===== src/rtl/fsp_pkg.sv =====
// Package for the flash self-programming controller: register map, fields, codes, timing.
// Assumes a 32-bit APB slave port and a synchronous fast RC oscillator tick.
package fsp_pkg;

	// Register byte offsets
	localparam logic [11:0] OFS_OP_CONTROL = 12'h000;
	localparam logic [11:0] OFS_UNLOCK_KEY = 12'h004;
	localparam logic [11:0] OFS_TABLE_PAGE = 12'h008;
	localparam logic [11:0] OFS_TABLE_ADDR = 12'h00C;

	// Operation control fields
	localparam int unsigned BIT_START = 15;
	localparam int unsigned BIT_PROGRAM_ENABLE = 14;
	localparam int unsigned BIT_SEQ_ERROR = 13;
	localparam int unsigned BIT_ERASE_SELECT = 6;
	localparam int unsigned OPSEL_LSB = 0;
	localparam int unsigned OPSEL_W = 4;
	localparam int unsigned KEY_W = 8;
	localparam int unsigned TABLE_PAGE_W = 8;
	localparam int unsigned TABLE_ADDR_W = 16;
	localparam int unsigned FLASH_ADDR_W = 24;

	// Reset values
	localparam logic [3:0] OPSEL_RESET = 4'h0;
	localparam logic [7:0] TABLE_PAGE_RESET = 8'h00;
	localparam logic [15:0] TABLE_ADDR_RESET = 16'h0000;

	// Unlock keys
	localparam logic [7:0] KEY_FIRST = 8'h55;
	localparam logic [7:0] KEY_SECOND = 8'hAA;

	// Operation select codes
	localparam logic [3:0] OPC_BULK = 4'hF;
	localparam logic [3:0] OPC_SEGMENT = 4'hD;
	localparam logic [3:0] OPC_WORD = 4'h3;
	localparam logic [3:0] OPC_PAGE = 4'h2;
	localparam logic [3:0] OPC_ROW = 4'h1;
	localparam logic [3:0] OPC_CFG = 4'h0;

	// Alignment masks in program address units (two per instruction)
	localparam logic [23:0] PAGE_ALIGN_MASK = 24'hFFFC00;
	localparam logic [23:0] ROW_ALIGN_MASK = 24'hFFFF80;
	localparam logic [23:0] WORD_ALIGN_MASK = 24'hFFFFFE;

	// Durations in fast RC oscillator cycles (nominal 7.37 MHz, trimmed)
	localparam int unsigned ROW_WRITE_OSC_CYCLES = 11064;
	localparam int unsigned WORD_WRITE_OSC_CYCLES = 400;
	localparam int unsigned PAGE_ERASE_OSC_CYCLES = 20000;
	localparam int unsigned BULK_ERASE_OSC_CYCLES = 40000;
	localparam int unsigned CFG_OSC_CYCLES = 400;

	typedef enum logic [2:0] {
		OP_NONE = 3'b000,
		OP_BULK_ERASE = 3'b001,
		OP_SEGMENT_ERASE = 3'b010,
		OP_PAGE_ERASE = 3'b011,
		OP_CFG_ERASE = 3'b100,
		OP_WORD_PROG = 3'b101,
		OP_ROW_PROG = 3'b110,
		OP_CFG_PROG = 3'b111
	} fsp_op_type;

	typedef enum logic [1:0] {
		KEY_IDLE = 2'b00,
		KEY_GOT_FIRST = 2'b01,
		KEY_UNLOCKED = 2'b10
	} fsp_key_state_type;

	typedef enum logic {
		SEQ_IDLE = 1'b0,
		SEQ_RUN = 1'b1
	} fsp_seq_state_type;

	// Command to the flash array
	typedef struct packed {
		logic active;
		fsp_op_type op;
		logic [23:0] addr;
	} fsp_flash_cmd_type;

	// Decoded operation select
	typedef struct packed {
		logic listed;
		fsp_op_type op;
	} fsp_decode_type;

endpackage


===== src/rtl/fsp_flash_self_program_control.sv =====
// Flash self-programming controller: APB control/key registers, unlock check, op timer.
// Assumes sys_reset_i is any non-power-on reset and fast_rc_tick_i is a one-cycle pulse.
//
// Functional notes
// - Stall processor for whole erase/program operation
// - Start bit 15 begins operation, self-clears
// - Keys 0x55 then 0xAA precede start
// - Key register write-only, reads as zero
// - Operations only with program enable set
// - Bit 13 flags bad sequence or termination
// - Erase select chooses erase or program
// - Erase codes: bulk, segment, page, config
// - Program codes: word, row, config byte
// - Unlisted codes perform no memory operation
// - Control bits cleared only by power-on (a warm reset also clears the start bit here)
// - Duration counted in fast RC cycles
// - Pages and rows aligned to boundaries
// - Address is table page plus offset
`timescale 1ns/1ps
`default_nettype none

module fsp_flash_self_program_control #(
	parameter int unsigned ROW_CYCLES = fsp_pkg::ROW_WRITE_OSC_CYCLES,
	parameter int unsigned WORD_CYCLES = fsp_pkg::WORD_WRITE_OSC_CYCLES,
	parameter int unsigned PAGE_CYCLES = fsp_pkg::PAGE_ERASE_OSC_CYCLES,
	parameter int unsigned BULK_CYCLES = fsp_pkg::BULK_ERASE_OSC_CYCLES,
	parameter int unsigned CFG_CYCLES = fsp_pkg::CFG_OSC_CYCLES,
	parameter int unsigned CNT_W = 16
) (
	input wire logic clk_i,
	input wire logic rst_n_i,
	input wire logic ce_i,
	input wire logic sys_reset_i,
	input wire logic fast_rc_tick_i,
	input wire logic psel_i,
	input wire logic penable_i,
	input wire logic pwrite_i,
	input wire logic [11:0] paddr_i,
	input wire logic [31:0] pwdata_i,
	output logic [31:0] prdata_o,
	output logic pready_o,
	output logic pslverr_o,
	output logic cpu_stall_o,
	output logic op_done_o,
	output fsp_pkg::fsp_flash_cmd_type flash_cmd_o
);

	// Elaboration checks: the counter must hold every duration
	if (CNT_W < 2 || CNT_W > 31) begin : g_bad_width
		$error("CNT_W out of range");
	end
	if (ROW_CYCLES < 1 || WORD_CYCLES < 1 || PAGE_CYCLES < 1 || BULK_CYCLES < 1
			|| CFG_CYCLES < 1) begin : g_bad_length
		$error("Operation durations must be at least one cycle");
	end
	if (ROW_CYCLES >= (1 << CNT_W) || WORD_CYCLES >= (1 << CNT_W)
			|| PAGE_CYCLES >= (1 << CNT_W) || BULK_CYCLES >= (1 << CNT_W)
			|| CFG_CYCLES >= (1 << CNT_W)) begin : g_too_long
		$error("Operation durations exceed CNT_W");
	end

	function automatic logic addr_mapped(input logic [11:0] a);
		addr_mapped = (a == fsp_pkg::OFS_OP_CONTROL) || (a == fsp_pkg::OFS_UNLOCK_KEY)
			|| (a == fsp_pkg::OFS_TABLE_PAGE) || (a == fsp_pkg::OFS_TABLE_ADDR);
	endfunction

	function automatic fsp_pkg::fsp_decode_type op_decode(input logic erase,
			input logic [3:0] code);
		op_decode.listed = 1'b1;
		op_decode.op = fsp_pkg::OP_NONE;
		if (erase) begin
			case (code)
				fsp_pkg::OPC_BULK: op_decode.op = fsp_pkg::OP_BULK_ERASE;
				fsp_pkg::OPC_SEGMENT: op_decode.op = fsp_pkg::OP_SEGMENT_ERASE;
				fsp_pkg::OPC_PAGE: op_decode.op = fsp_pkg::OP_PAGE_ERASE;
				fsp_pkg::OPC_CFG: op_decode.op = fsp_pkg::OP_CFG_ERASE;
				fsp_pkg::OPC_WORD, fsp_pkg::OPC_ROW: op_decode.op = fsp_pkg::OP_NONE;
				default: op_decode.listed = 1'b0;
			endcase
		end else begin
			case (code)
				fsp_pkg::OPC_WORD: op_decode.op = fsp_pkg::OP_WORD_PROG;
				fsp_pkg::OPC_ROW: op_decode.op = fsp_pkg::OP_ROW_PROG;
				fsp_pkg::OPC_CFG: op_decode.op = fsp_pkg::OP_CFG_PROG;
				fsp_pkg::OPC_BULK, fsp_pkg::OPC_SEGMENT, fsp_pkg::OPC_PAGE: begin
					op_decode.op = fsp_pkg::OP_NONE;
				end
				default: op_decode.listed = 1'b0;
			endcase
		end
	endfunction

	function automatic logic [CNT_W-1:0] op_cycles(input fsp_pkg::fsp_op_type op);
		case (op)
			fsp_pkg::OP_ROW_PROG: op_cycles = CNT_W'(ROW_CYCLES);
			fsp_pkg::OP_WORD_PROG: op_cycles = CNT_W'(WORD_CYCLES);
			fsp_pkg::OP_PAGE_ERASE: op_cycles = CNT_W'(PAGE_CYCLES);
			fsp_pkg::OP_BULK_ERASE, fsp_pkg::OP_SEGMENT_ERASE: op_cycles = CNT_W'(BULK_CYCLES);
			default: op_cycles = CNT_W'(CFG_CYCLES);
		endcase
	endfunction

	function automatic logic [23:0] op_addr(input fsp_pkg::fsp_op_type op,
			input logic [23:0] a);
		case (op)
			fsp_pkg::OP_PAGE_ERASE: op_addr = a & fsp_pkg::PAGE_ALIGN_MASK;
			fsp_pkg::OP_ROW_PROG: op_addr = a & fsp_pkg::ROW_ALIGN_MASK;
			fsp_pkg::OP_WORD_PROG: op_addr = a & fsp_pkg::WORD_ALIGN_MASK;
			fsp_pkg::OP_BULK_ERASE, fsp_pkg::OP_SEGMENT_ERASE: op_addr = 24'h000000;
			default: op_addr = a;
		endcase
	endfunction

	// Bus slave state
	logic pready_reg, pready_next;
	logic pslverr_reg, pslverr_next;
	logic [31:0] prdata_reg, prdata_next;

	// Control state, kept across warm resets except start_reg (cleared) and err_reg (set during a run)
	logic start_reg, start_next;
	logic enable_reg, enable_next;
	logic err_reg, err_next;
	logic erase_reg, erase_next;
	logic [3:0] opsel_reg, opsel_next;
	logic [7:0] tpage_reg, tpage_next;
	logic [15:0] taddr_reg, taddr_next;

	// Sequencer state
	fsp_pkg::fsp_key_state_type key_reg, key_next;
	fsp_pkg::fsp_seq_state_type seq_reg, seq_next;
	logic [CNT_W-1:0] cnt_reg, cnt_next;
	logic stall_reg, stall_next;
	logic done_reg, done_next;
	fsp_pkg::fsp_flash_cmd_type cmd_reg, cmd_next;

	logic bus_access;
	logic bus_write;
	logic [23:0] target_addr;
	fsp_pkg::fsp_decode_type dec;

	// Zero-wait would need combinational pready; one wait state keeps outputs registered
	assign bus_access = psel_i && penable_i && pready_reg;
	assign bus_write = bus_access && pwrite_i;
	assign target_addr = {tpage_reg, taddr_reg};
	assign dec = op_decode(pwdata_i[fsp_pkg::BIT_ERASE_SELECT],
		pwdata_i[fsp_pkg::OPSEL_LSB +: fsp_pkg::OPSEL_W]);

	always_comb begin
		pready_next = psel_i && penable_i && !pready_reg;
		pslverr_next = 1'b0;
		prdata_next = prdata_reg;
		if (psel_i && penable_i && !pready_reg) begin
			pslverr_next = !addr_mapped(paddr_i);
			prdata_next = 32'h00000000;
			case (paddr_i)
				fsp_pkg::OFS_OP_CONTROL: begin
					prdata_next[fsp_pkg::BIT_START] = start_reg;
					prdata_next[fsp_pkg::BIT_PROGRAM_ENABLE] = enable_reg;
					prdata_next[fsp_pkg::BIT_SEQ_ERROR] = err_reg;
					prdata_next[fsp_pkg::BIT_ERASE_SELECT] = erase_reg;
					prdata_next[fsp_pkg::OPSEL_LSB +: fsp_pkg::OPSEL_W] = opsel_reg;
				end
				fsp_pkg::OFS_TABLE_PAGE: prdata_next[fsp_pkg::TABLE_PAGE_W-1:0] = tpage_reg;
				fsp_pkg::OFS_TABLE_ADDR: prdata_next[fsp_pkg::TABLE_ADDR_W-1:0] = taddr_reg;
				default: prdata_next = 32'h00000000;
			endcase
		end
	end

	always_comb begin
		start_next = start_reg;
		enable_next = enable_reg;
		err_next = err_reg;
		erase_next = erase_reg;
		opsel_next = opsel_reg;
		tpage_next = tpage_reg;
		taddr_next = taddr_reg;
		key_next = key_reg;
		seq_next = seq_reg;
		cnt_next = cnt_reg;
		stall_next = stall_reg;
		done_next = 1'b0;
		cmd_next = cmd_reg;
		if (bus_write && seq_reg == fsp_pkg::SEQ_IDLE) begin
			case (paddr_i)
				fsp_pkg::OFS_UNLOCK_KEY: begin
					if (pwdata_i[fsp_pkg::KEY_W-1:0] == fsp_pkg::KEY_FIRST) begin
						key_next = fsp_pkg::KEY_GOT_FIRST;
					end else if (pwdata_i[fsp_pkg::KEY_W-1:0] == fsp_pkg::KEY_SECOND
							&& key_reg == fsp_pkg::KEY_GOT_FIRST) begin
						key_next = fsp_pkg::KEY_UNLOCKED;
					end else begin
						key_next = fsp_pkg::KEY_IDLE;
					end
				end
				fsp_pkg::OFS_OP_CONTROL: begin
					key_next = fsp_pkg::KEY_IDLE;
					enable_next = pwdata_i[fsp_pkg::BIT_PROGRAM_ENABLE];
					err_next = pwdata_i[fsp_pkg::BIT_SEQ_ERROR];
					erase_next = pwdata_i[fsp_pkg::BIT_ERASE_SELECT];
					opsel_next = pwdata_i[fsp_pkg::OPSEL_LSB +: fsp_pkg::OPSEL_W];
					if (pwdata_i[fsp_pkg::BIT_START]) begin
						if (key_reg != fsp_pkg::KEY_UNLOCKED
								|| !pwdata_i[fsp_pkg::BIT_PROGRAM_ENABLE] || !dec.listed) begin
							err_next = 1'b1;
						end else if (dec.op == fsp_pkg::OP_NONE) begin
							err_next = 1'b0;
						end else begin
							err_next = 1'b0;
							start_next = 1'b1;
							seq_next = fsp_pkg::SEQ_RUN;
							stall_next = 1'b1;
							cnt_next = op_cycles(dec.op);
							cmd_next.active = 1'b1;
							cmd_next.op = dec.op;
							cmd_next.addr = op_addr(dec.op, target_addr);
						end
					end
				end
				fsp_pkg::OFS_TABLE_PAGE: begin
					key_next = fsp_pkg::KEY_IDLE;
					tpage_next = pwdata_i[fsp_pkg::TABLE_PAGE_W-1:0];
				end
				default: begin
					key_next = fsp_pkg::KEY_IDLE;
					if (paddr_i == fsp_pkg::OFS_TABLE_ADDR) begin
						taddr_next = pwdata_i[fsp_pkg::TABLE_ADDR_W-1:0];
					end
				end
			endcase
		end
		case (seq_reg)
			fsp_pkg::SEQ_RUN: begin
				if (fast_rc_tick_i) begin
					cnt_next = cnt_reg - CNT_W'(1);
				end
				if (fast_rc_tick_i && cnt_reg == CNT_W'(1)) begin
					seq_next = fsp_pkg::SEQ_IDLE;
					start_next = 1'b0;
					stall_next = 1'b0;
					done_next = 1'b1;
					cmd_next.active = 1'b0;
					cmd_next.op = fsp_pkg::OP_NONE;
				end
			end
			// Idle keeps whatever the start write decided above
			default: ;
		endcase
		// A warm reset ends a running operation as a termination
		if (sys_reset_i) begin
			key_next = fsp_pkg::KEY_IDLE;
			if (seq_reg == fsp_pkg::SEQ_RUN) begin
				err_next = 1'b1;
				done_next = 1'b0;
			end
			seq_next = fsp_pkg::SEQ_IDLE;
			start_next = 1'b0;
			stall_next = 1'b0;
			cmd_next.active = 1'b0;
			cmd_next.op = fsp_pkg::OP_NONE;
		end
	end

	// Only the power-on reset clears the control bits other than start_reg; sys_reset_i is handled above
	always_ff @(posedge clk_i or negedge rst_n_i) begin
		if (!rst_n_i) begin
			pready_reg <= 1'b0;
			pslverr_reg <= 1'b0;
			prdata_reg <= 32'h00000000;
			start_reg <= 1'b0;
			enable_reg <= 1'b0;
			err_reg <= 1'b0;
			erase_reg <= 1'b0;
			opsel_reg <= fsp_pkg::OPSEL_RESET;
			tpage_reg <= fsp_pkg::TABLE_PAGE_RESET;
			taddr_reg <= fsp_pkg::TABLE_ADDR_RESET;
			key_reg <= fsp_pkg::KEY_IDLE;
			seq_reg <= fsp_pkg::SEQ_IDLE;
			cnt_reg <= '0;
			stall_reg <= 1'b0;
			done_reg <= 1'b0;
			cmd_reg <= '0;
		end else if (ce_i) begin
			pready_reg <= pready_next;
			pslverr_reg <= pslverr_next;
			prdata_reg <= prdata_next;
			start_reg <= start_next;
			enable_reg <= enable_next;
			err_reg <= err_next;
			erase_reg <= erase_next;
			opsel_reg <= opsel_next;
			tpage_reg <= tpage_next;
			taddr_reg <= taddr_next;
			key_reg <= key_next;
			seq_reg <= seq_next;
			cnt_reg <= cnt_next;
			stall_reg <= stall_next;
			done_reg <= done_next;
			cmd_reg <= cmd_next;
		end
	end

	assign prdata_o = prdata_reg;
	assign pready_o = pready_reg;
	assign pslverr_o = pslverr_reg;
	assign cpu_stall_o = stall_reg;
	assign op_done_o = done_reg;
	assign flash_cmd_o = cmd_reg;

endmodule // fsp_flash_self_program_control

`default_nettype wire


===== config.mk =====
export PLATFORM = sky130hd
export DESIGN_NAME = fsp_flash_self_program_control
export DESIGN_NICKNAME = d
export VERILOG_FILES = /design/src/rtl/fsp_pkg.sv /design/src/rtl/fsp_flash_self_program_control.sv
export SDC_FILE = /design/constraint.sdc
export NUM_CORES = 1
export LEC_CHECK = 0
export BUFFER_PORTS_ARGS = -buffer_cell sky130_fd_sc_hd__buf_2
export CAP_MARGIN = 5
export CORE_AREA = 2 2 96 98
export DETAILED_ROUTE_END_ITERATION = 12
export DIE_AREA = 0 0 98 100
export PLACE_DENSITY_LB_ADDON = 0.25
export SLEW_MARGIN = 20
export SYNTH_ARGS = -nofsm -noshare
export SYNTH_HDL_FRONTEND = slang
export SYNTH_SLANG_ARGS = --single-unit

===== constraint.sdc =====
create_clock -name clk_i -period 6.45 [get_ports clk_i]
set_input_delay 0.3225 -clock clk_i [delete_from_list [all_inputs] [get_ports clk_i]]
set_output_delay 0.3225 -clock clk_i [all_outputs]
set_load 0.05 [all_outputs]

==> results of run 1 <==
-- per-layer routing --
layer  vias to the layer above  global-route usage (%)  wire length (µm)
met2                       151                    41.6              5870
li1                       1869                       -                 -
met5                         -                       0                 0
met3                        20                    5.22               747
met4                         0                    6.73               201
met1                      1982                    33.1              5160
-- final timing paths --
check / startpoint / endpoint / slack [ns]
min reg2reg: flash_cmd_o[10] / flash_cmd_o[10] / 0.47
max: pwdata_i[3] / cnt_reg[15] / 3.87
max reg2reg: key_reg[0] / cnt_reg[15] / 3.90
max in group asynchronous: rst_n_i / flash_cmd_o[9] / 4.86
min in group asynchronous: rst_n_i / cnt_reg[9] / 0.49
min: pwdata_i[12] / taddr_reg[12] / 0.17
-- power by group --
group / internal (mW) / leakage, nW / switching, mW
clock network: 0.198 / 0.107 / 0.237
registers: 0.622 / 1.38 / 0.00145
logic: 0.0203 / 1.48 / 0.0751
-- cells in the mapped netlist (all sizes together), types with 2 or more instances --
cell type	count	area (µm²)
a21oi	10	53.8
nor2	15	56.3
a22o	8	70.1
o41ai	3	26.3
ha	2	25.0
o31ai	6	45.0
a211oi	3	22.5
clkbuf	17	63.8
nand3	37	190
or4b	2	20.0
and3	7	43.8
o21a	4	30.0
a32oi	2	17.5
or3	5	31.3
a22oi	8	60.1
a211o	5	43.8
nor3	11	55.1
a31oi	4	25.0
a221o	4	40.0
o2bb2ai	2	17.5
and4b	2	20.0
mux2i	8	80.1
o21ai	17	85.1
nor4	12	126
buf	26	185
nand4	3	25.0
or4	11	90.1
dfrtp	99	2480
inv	9	33.8
mux2	33	372
and2	3	18.8
nor4b	3	41.3
nand2	84	315
or2	2	12.5
nand2b	2	12.5
a21o	5	37.5
-- per-stage QoR --
stage	hold slack [ns]	utilization [%]
2_1_floorplan	0.0269	-
3_3_place_gp	0.356	60.1
3_5_place_dp	0.361	60.1
4_1_cts	0.160	62.7
5_1_grt	0.156	62.7
6_report	0.165	62.7
-- worst max-delay path, stage by stage --
cell and delay [ns]:
buf_2 0.18, nor2_1 0.28, o2111ai_1 0.55, or4_2 1.19, nand2_1 0.17, a32oi_1 0.10
-- final cells by class --
| class | instances | area, µm² | area share [%] |
|---|---|---|---|
| Clock inverter | 6 | 77.6 | 1.39 |
| Tap cell | 111 | 139 | 2.49 |
| Clock buffer | 10 | 138 | 2.47 |
| Sequential cell | 99 | 2480 | 44.5 |
| Multi-Input combinational cell | 349 | 2260 | 40.6 |
| Inverter | 9 | 33.8 | 0.606 |
| Timing Repair Buffer | 86 | 443 | 7.95 |
-- kinds of logic after synthesis --
| logic type | count (synthesis) | share of synthesized area, % |
|---|---|---|
| mux | 41 | 9.09 |
| buf+inv | 52 | 5.69 |
| fa+ha+maj | 2 | 0.504 |
| simple gates | 203 | 22.0 |
| other cells | 1 | 0.0755 |
| compound gates | 87 | 12.7 |
| flops | 99 | 49.9 |
==> flow_summary_export.csv, run 1 <==
group,metric,value,unit
run_status,status,"complete, no violations",
timing,timing.final.ws_setup,3.87,ns
timing,hold_violations,0,
detailed_routing,first_iter_violations,216,
clock_network,numCtsBuffers,9,
yosys,synth-edff-count,0,
placement,place_ws,3.43,ns
power_and_ir_drop,leakage,2.96,nW
layout,layout.cells.non_filler,670,
placement,dp.cells,653,
timing,min_period_over_period,40.0,%
layout,final_cell_mix,"99 x dfrtp_1, 84 x nand2_1, 82 x buf_2, 36 x nand3_1, 18 x mux2_2",
global_routing,grt_max_degree,56,
yosys,seq_area_frac_synth,49.9,%
yosys,synth_ff_type,"dfrtp_1",
critical_path,endpoint_kind,"register",
detailed_routing,drc,0,
detailed_routing,wire_per_inst,17.9,µm
timing,finalSetupTns,0,ns
detailed_routing,ant_nets,0,
timing,rsz0062_at_grt,"false",
placement,post-dp-hpwl,8450,µm
layout,final_area,0.00557,mm²
detailed_routing,vias,4022,
global_routing,gr-total-overflow,0,
timing,max_freq,388,MHz
floorplanning,die_y,100,µm
clock_network,post_cts_resized,0,
floorplanning,design.core.area,0.00889,mm²
clock_network,cts_root_buffer,"clkbuf_8",
layout,final_nets,608,
floorplanning,num_rows,35,
power_and_ir_drop,powerDensity,207,mW/mm²
yosys,synth_cell_types,59,
placement,place_area,0.00535,mm²
timing,finalCriticalPeriod,2.58,ns
detailed_routing,wirelength,12000,µm
clock_network,postCtsSetupBuffers,0,
timing,tightestPinTransition,1.03,ns
yosys,synth_seq_cells,99,
clock_network,clk_latency,0.37,ns
floorplanning,start_util,55.9,%
layout,layout_commonest_cell,"dfrtp_1",
critical_path,worst_ep_arrival_time,2.80,ns
floorplanning,die_w,98,µm
yosys,yosysWarnings,0,
critical_path,worstSetupStartpointType,"input pin",
yosys,synthArstFlopShare,100,%
hold_path,hold_path.class,"input pin to register",
global_routing,antenna_found_initial,0,
detailed_routing,firstDrtPassIters,5,
clock_network,cts_tree,"built",
critical_path,crit_type,"input pin to register",
run,drv_cap,0,
yosys,synth_area_per_cell,10.2,µm²
layout,syn2layout_area_growth,12.2,%
floorplanning,ios,116,
critical_path,r2r_cells,5,
clock_network,htree_levels,3,
clock_network,clk_pin_slew,0.10,ns
clock_network,cts-root-to-sink-buffers,2,
global_routing,grt_usage,24.8,%
critical_path,critPathRequiredTime,6.68,ns
clock_network,cts_hold_buf,1,
layout,largest_reg_flops,28,
global_routing,grt_pass1_wl,19500,µm
power_and_ir_drop,ir_drop,0.000129,V
hold_path,hold_depth,2,
yosys,synthCells,485,
layout,fillCellCount,760,
layout,drive_above_1_share,24.2,%
placement,place.gp.congestion,0.872,
global_routing,grt_pass1_vias,3838,
clock_network,clock-sinks,99,
critical_path,cp_max_fo,28,
layout,diodes,0,
floorplanning,dieArea,0.00980,mm²
detailed_routing,viasPerCell,6.00,
timing,fin_skew,0.0148,ns
placement,io_buffers,83,
timing,relSlewSlack,31.4,%
power_and_ir_drop,p_total,1.15,mW
yosys,synth_area,0.00497,mm²
timing,maxSlewViolCount,0,
timing,finalSetupViolations,0,
Power figures use the tool's default switching activity.
==> run 2, diff against run 1 <==
--- a/config.mk
+++ b/config.mk
@@ -7,9 +7,9 @@
 export LEC_CHECK = 0
 export BUFFER_PORTS_ARGS = -buffer_cell sky130_fd_sc_hd__buf_2
 export CAP_MARGIN = 5
-export CORE_AREA = 2 2 96 98
+export CORE_AREA = 2 2 99 101
 export DETAILED_ROUTE_END_ITERATION = 12
-export DIE_AREA = 0 0 98 100
+export DIE_AREA = 0 0 101 103
 export PLACE_DENSITY_LB_ADDON = 0.25
 export SLEW_MARGIN = 20
 export SYNTH_ARGS = -nofsm -noshare
==> constraint.sdc (replaced) <==
create_clock -name clk_i -period 2.45 [get_ports clk_i]
set_input_delay 0.1225 -clock clk_i [delete_from_list [all_inputs] [get_ports clk_i]]
set_output_delay 0.1225 -clock clk_i [all_outputs]
set_load 0.05 [all_outputs]
==> flow_summary_export.csv, run 2 (synthesized netlist as in run 1, its figures left out) <==
group,metric,value,unit
timing,fin_skew,0.0159,ns
layout,final_area,0.00579,mm²
power_and_ir_drop,seq_power_share,55.4,%
floorplanning,design.core.area,0.00946,mm²
timing,worst_hold_slack,0.0169,ns
timing,hold_violations,0,
critical_path,crit_type,"register to register",
floorplanning,die_y,103,µm
clock_network,cts-root-to-sink-buffers,2,
placement,place_ws,0.224,ns
layout,fillCellCount,778,
critical_path,worstSetupStartpointType,"register",
layout,layout_commonest_cell,"dfrtp_1",
clock_network,numCtsBuffers,9,
detailed_routing,ant_nets,0,
timing,max_freq,442,MHz
power_and_ir_drop,p_switching,852,µW
power_and_ir_drop,p_sw_share,28.7,%
clock_network,clk_latency,0.38,ns
global_routing,grt_pass1_wl,19600,µm
layout,final_cell_mix,"99 x dfrtp_1, 84 x nand2_1, 82 x buf_2, 36 x nand3_1, 22 x buf_4",
detailed_routing,firstDrtPassIters,5,
layout,syn2layout_area_growth,16.5,%
detailed_routing,drc,0,
clock_network,cts_tree,"built",
layout,largest_reg_flops,28,
timing,relSlewSlack,55.2,%
detailed_routing,wire_per_inst,17.7,µm
clock_network,clock-sinks,99,
timing,finalCriticalPeriod,2.26,ns
timing,rsz0062_at_grt,"false",
power_and_ir_drop,powerDensity,513,mW/mm²
layout,diodes,0,
floorplanning,dieArea,0.0104,mm²
power_and_ir_drop,ir_drop,0.000325,V
layout,final_nets,634,
floorplanning,ios,116,
layout,final_util,61.2,%
clock_network,cts_root_buffer,"clkbuf_8",
placement,post-dp-hpwl,8780,µm
run_status,status,"complete, no violations",
run,drv_cap,0,
layout,layout.cells.non_filler,699,
placement,place.gp.congestion,0.926,
placement,io_buffers,83,
critical_path,rrSetupSlack,0.19,ns
global_routing,gr-total-overflow,0,
timing,tightestPinTransition,0.667,ns
clock_network,htree_levels,3,
timing,finalSetupTns,0,ns
detailed_routing,vias,4117,
clock_network,clk_pin_slew,0.11,ns
placement,place_area,0.00551,mm²
timing,min_period_over_period,92.3,%
detailed_routing,viasPerCell,5.89,
detailed_routing,wirelength,12400,µm
timing,timing.final.ws_setup,0.189,ns
critical_path,critPathRequiredTime,2.72,ns
layout,drive_above_1_share,26.3,%
hold_path,hold_path.class,"input pin to register",
floorplanning,num_rows,36,
global_routing,grt_pass1_vias,3744,
timing,finalSetupViolations,0,
critical_path,rr_startpoint,"cnt_reg[5]",
floorplanning,die_w,101,µm
power_and_ir_drop,p_total,2.97,mW
global_routing,grt_max_degree,100,
clock_network,postCtsSetupBuffers,0,
critical_path,crit_start,"cnt_reg[5]",
timing,maxSlewViolCount,0,
power_and_ir_drop,clockPowerShare,35.5,%
critical_path,endpoint_kind,"register",
global_routing,antenna_found_initial,0,
power_and_ir_drop,leakage,3.08,nW
critical_path,cp_max_fo,6,
global_routing,grt_usage,24.5,%
placement,dp.cells,676,
hold_path,hold_start,"pwdata_i[7]",
floorplanning,start_util,52.5,%
detailed_routing,first_iter_violations,304,
power_and_ir_drop,pwr-share-comb,9.1,%
critical_path,worst_ep_arrival_time,2.54,ns
power_and_ir_drop,cell_internal_pwr,2.12,mW
-- run 2: cell count changes in the layout (fill, tap and decap cells not counted), sizes merged --
cell	before	now
inv	13	12
buf	85	105
dlygate4sd3	1	7
bufinv	1	0
clkbuf	10	9
clkinv	0	3
-- run 2: power groups by stage --
stage	Clock, mW	Combinational [mW]	Sequential (mW)
after floorplan	0	0.151	1.69
final	1.05	0.270	1.64
after global routing	1.15	0.292	1.64
after CTS	1.08	0.269	1.64
after detailed placement	0	0.260	1.68
after global placement	0	0.257	1.67
-- run 2: critical path: stages, from the launching register on --
cell and delay (ns):
dfrtp_1 0.45, or4_4 0.56, or4_4 0.51, o41ai_1 0.29, a21oi_1 0.07, a211o_1 0.27
-- run 2: path summary, 6_finish.rpt --
path,end,cells after the start
setup / recovery,cnt_reg[11],5
hold / removal,taddr_reg[7],2
setup reg to reg,cnt_reg[11],5
hold reg to reg,flash_cmd_o[6],2
max in group asynchronous,tpage_reg[0],3
min in group asynchronous,cnt_reg[10],3
-- run 2: area by class of cell --
class | instances | area (µm²) | area share [%]
Clock buffer | 9 | 124 | 2.14
Sequential cell | 99 | 2480 | 42.8
Inverter | 9 | 33.8 | 0.584
Clock inverter | 7 | 82.6 | 1.43
Timing Repair Buffer | 112 | 666 | 11.5
Tap cell | 114 | 143 | 2.46
Multi-Input combinational cell | 349 | 2260 | 39.1
-- run 2: layer usage --
layer  GRT usage [%]  wire length, µm
met1            36.2             5670
met2            37.3             5710
met3            4.68              786
met4            6.76              202
met5               0                0
-- run 2: timing repair --
item | in CTS | in global routing
endpoints found under the hold margin | 105 | 0
hold buffers | 7 | 0
resized for setup | 0 | 0
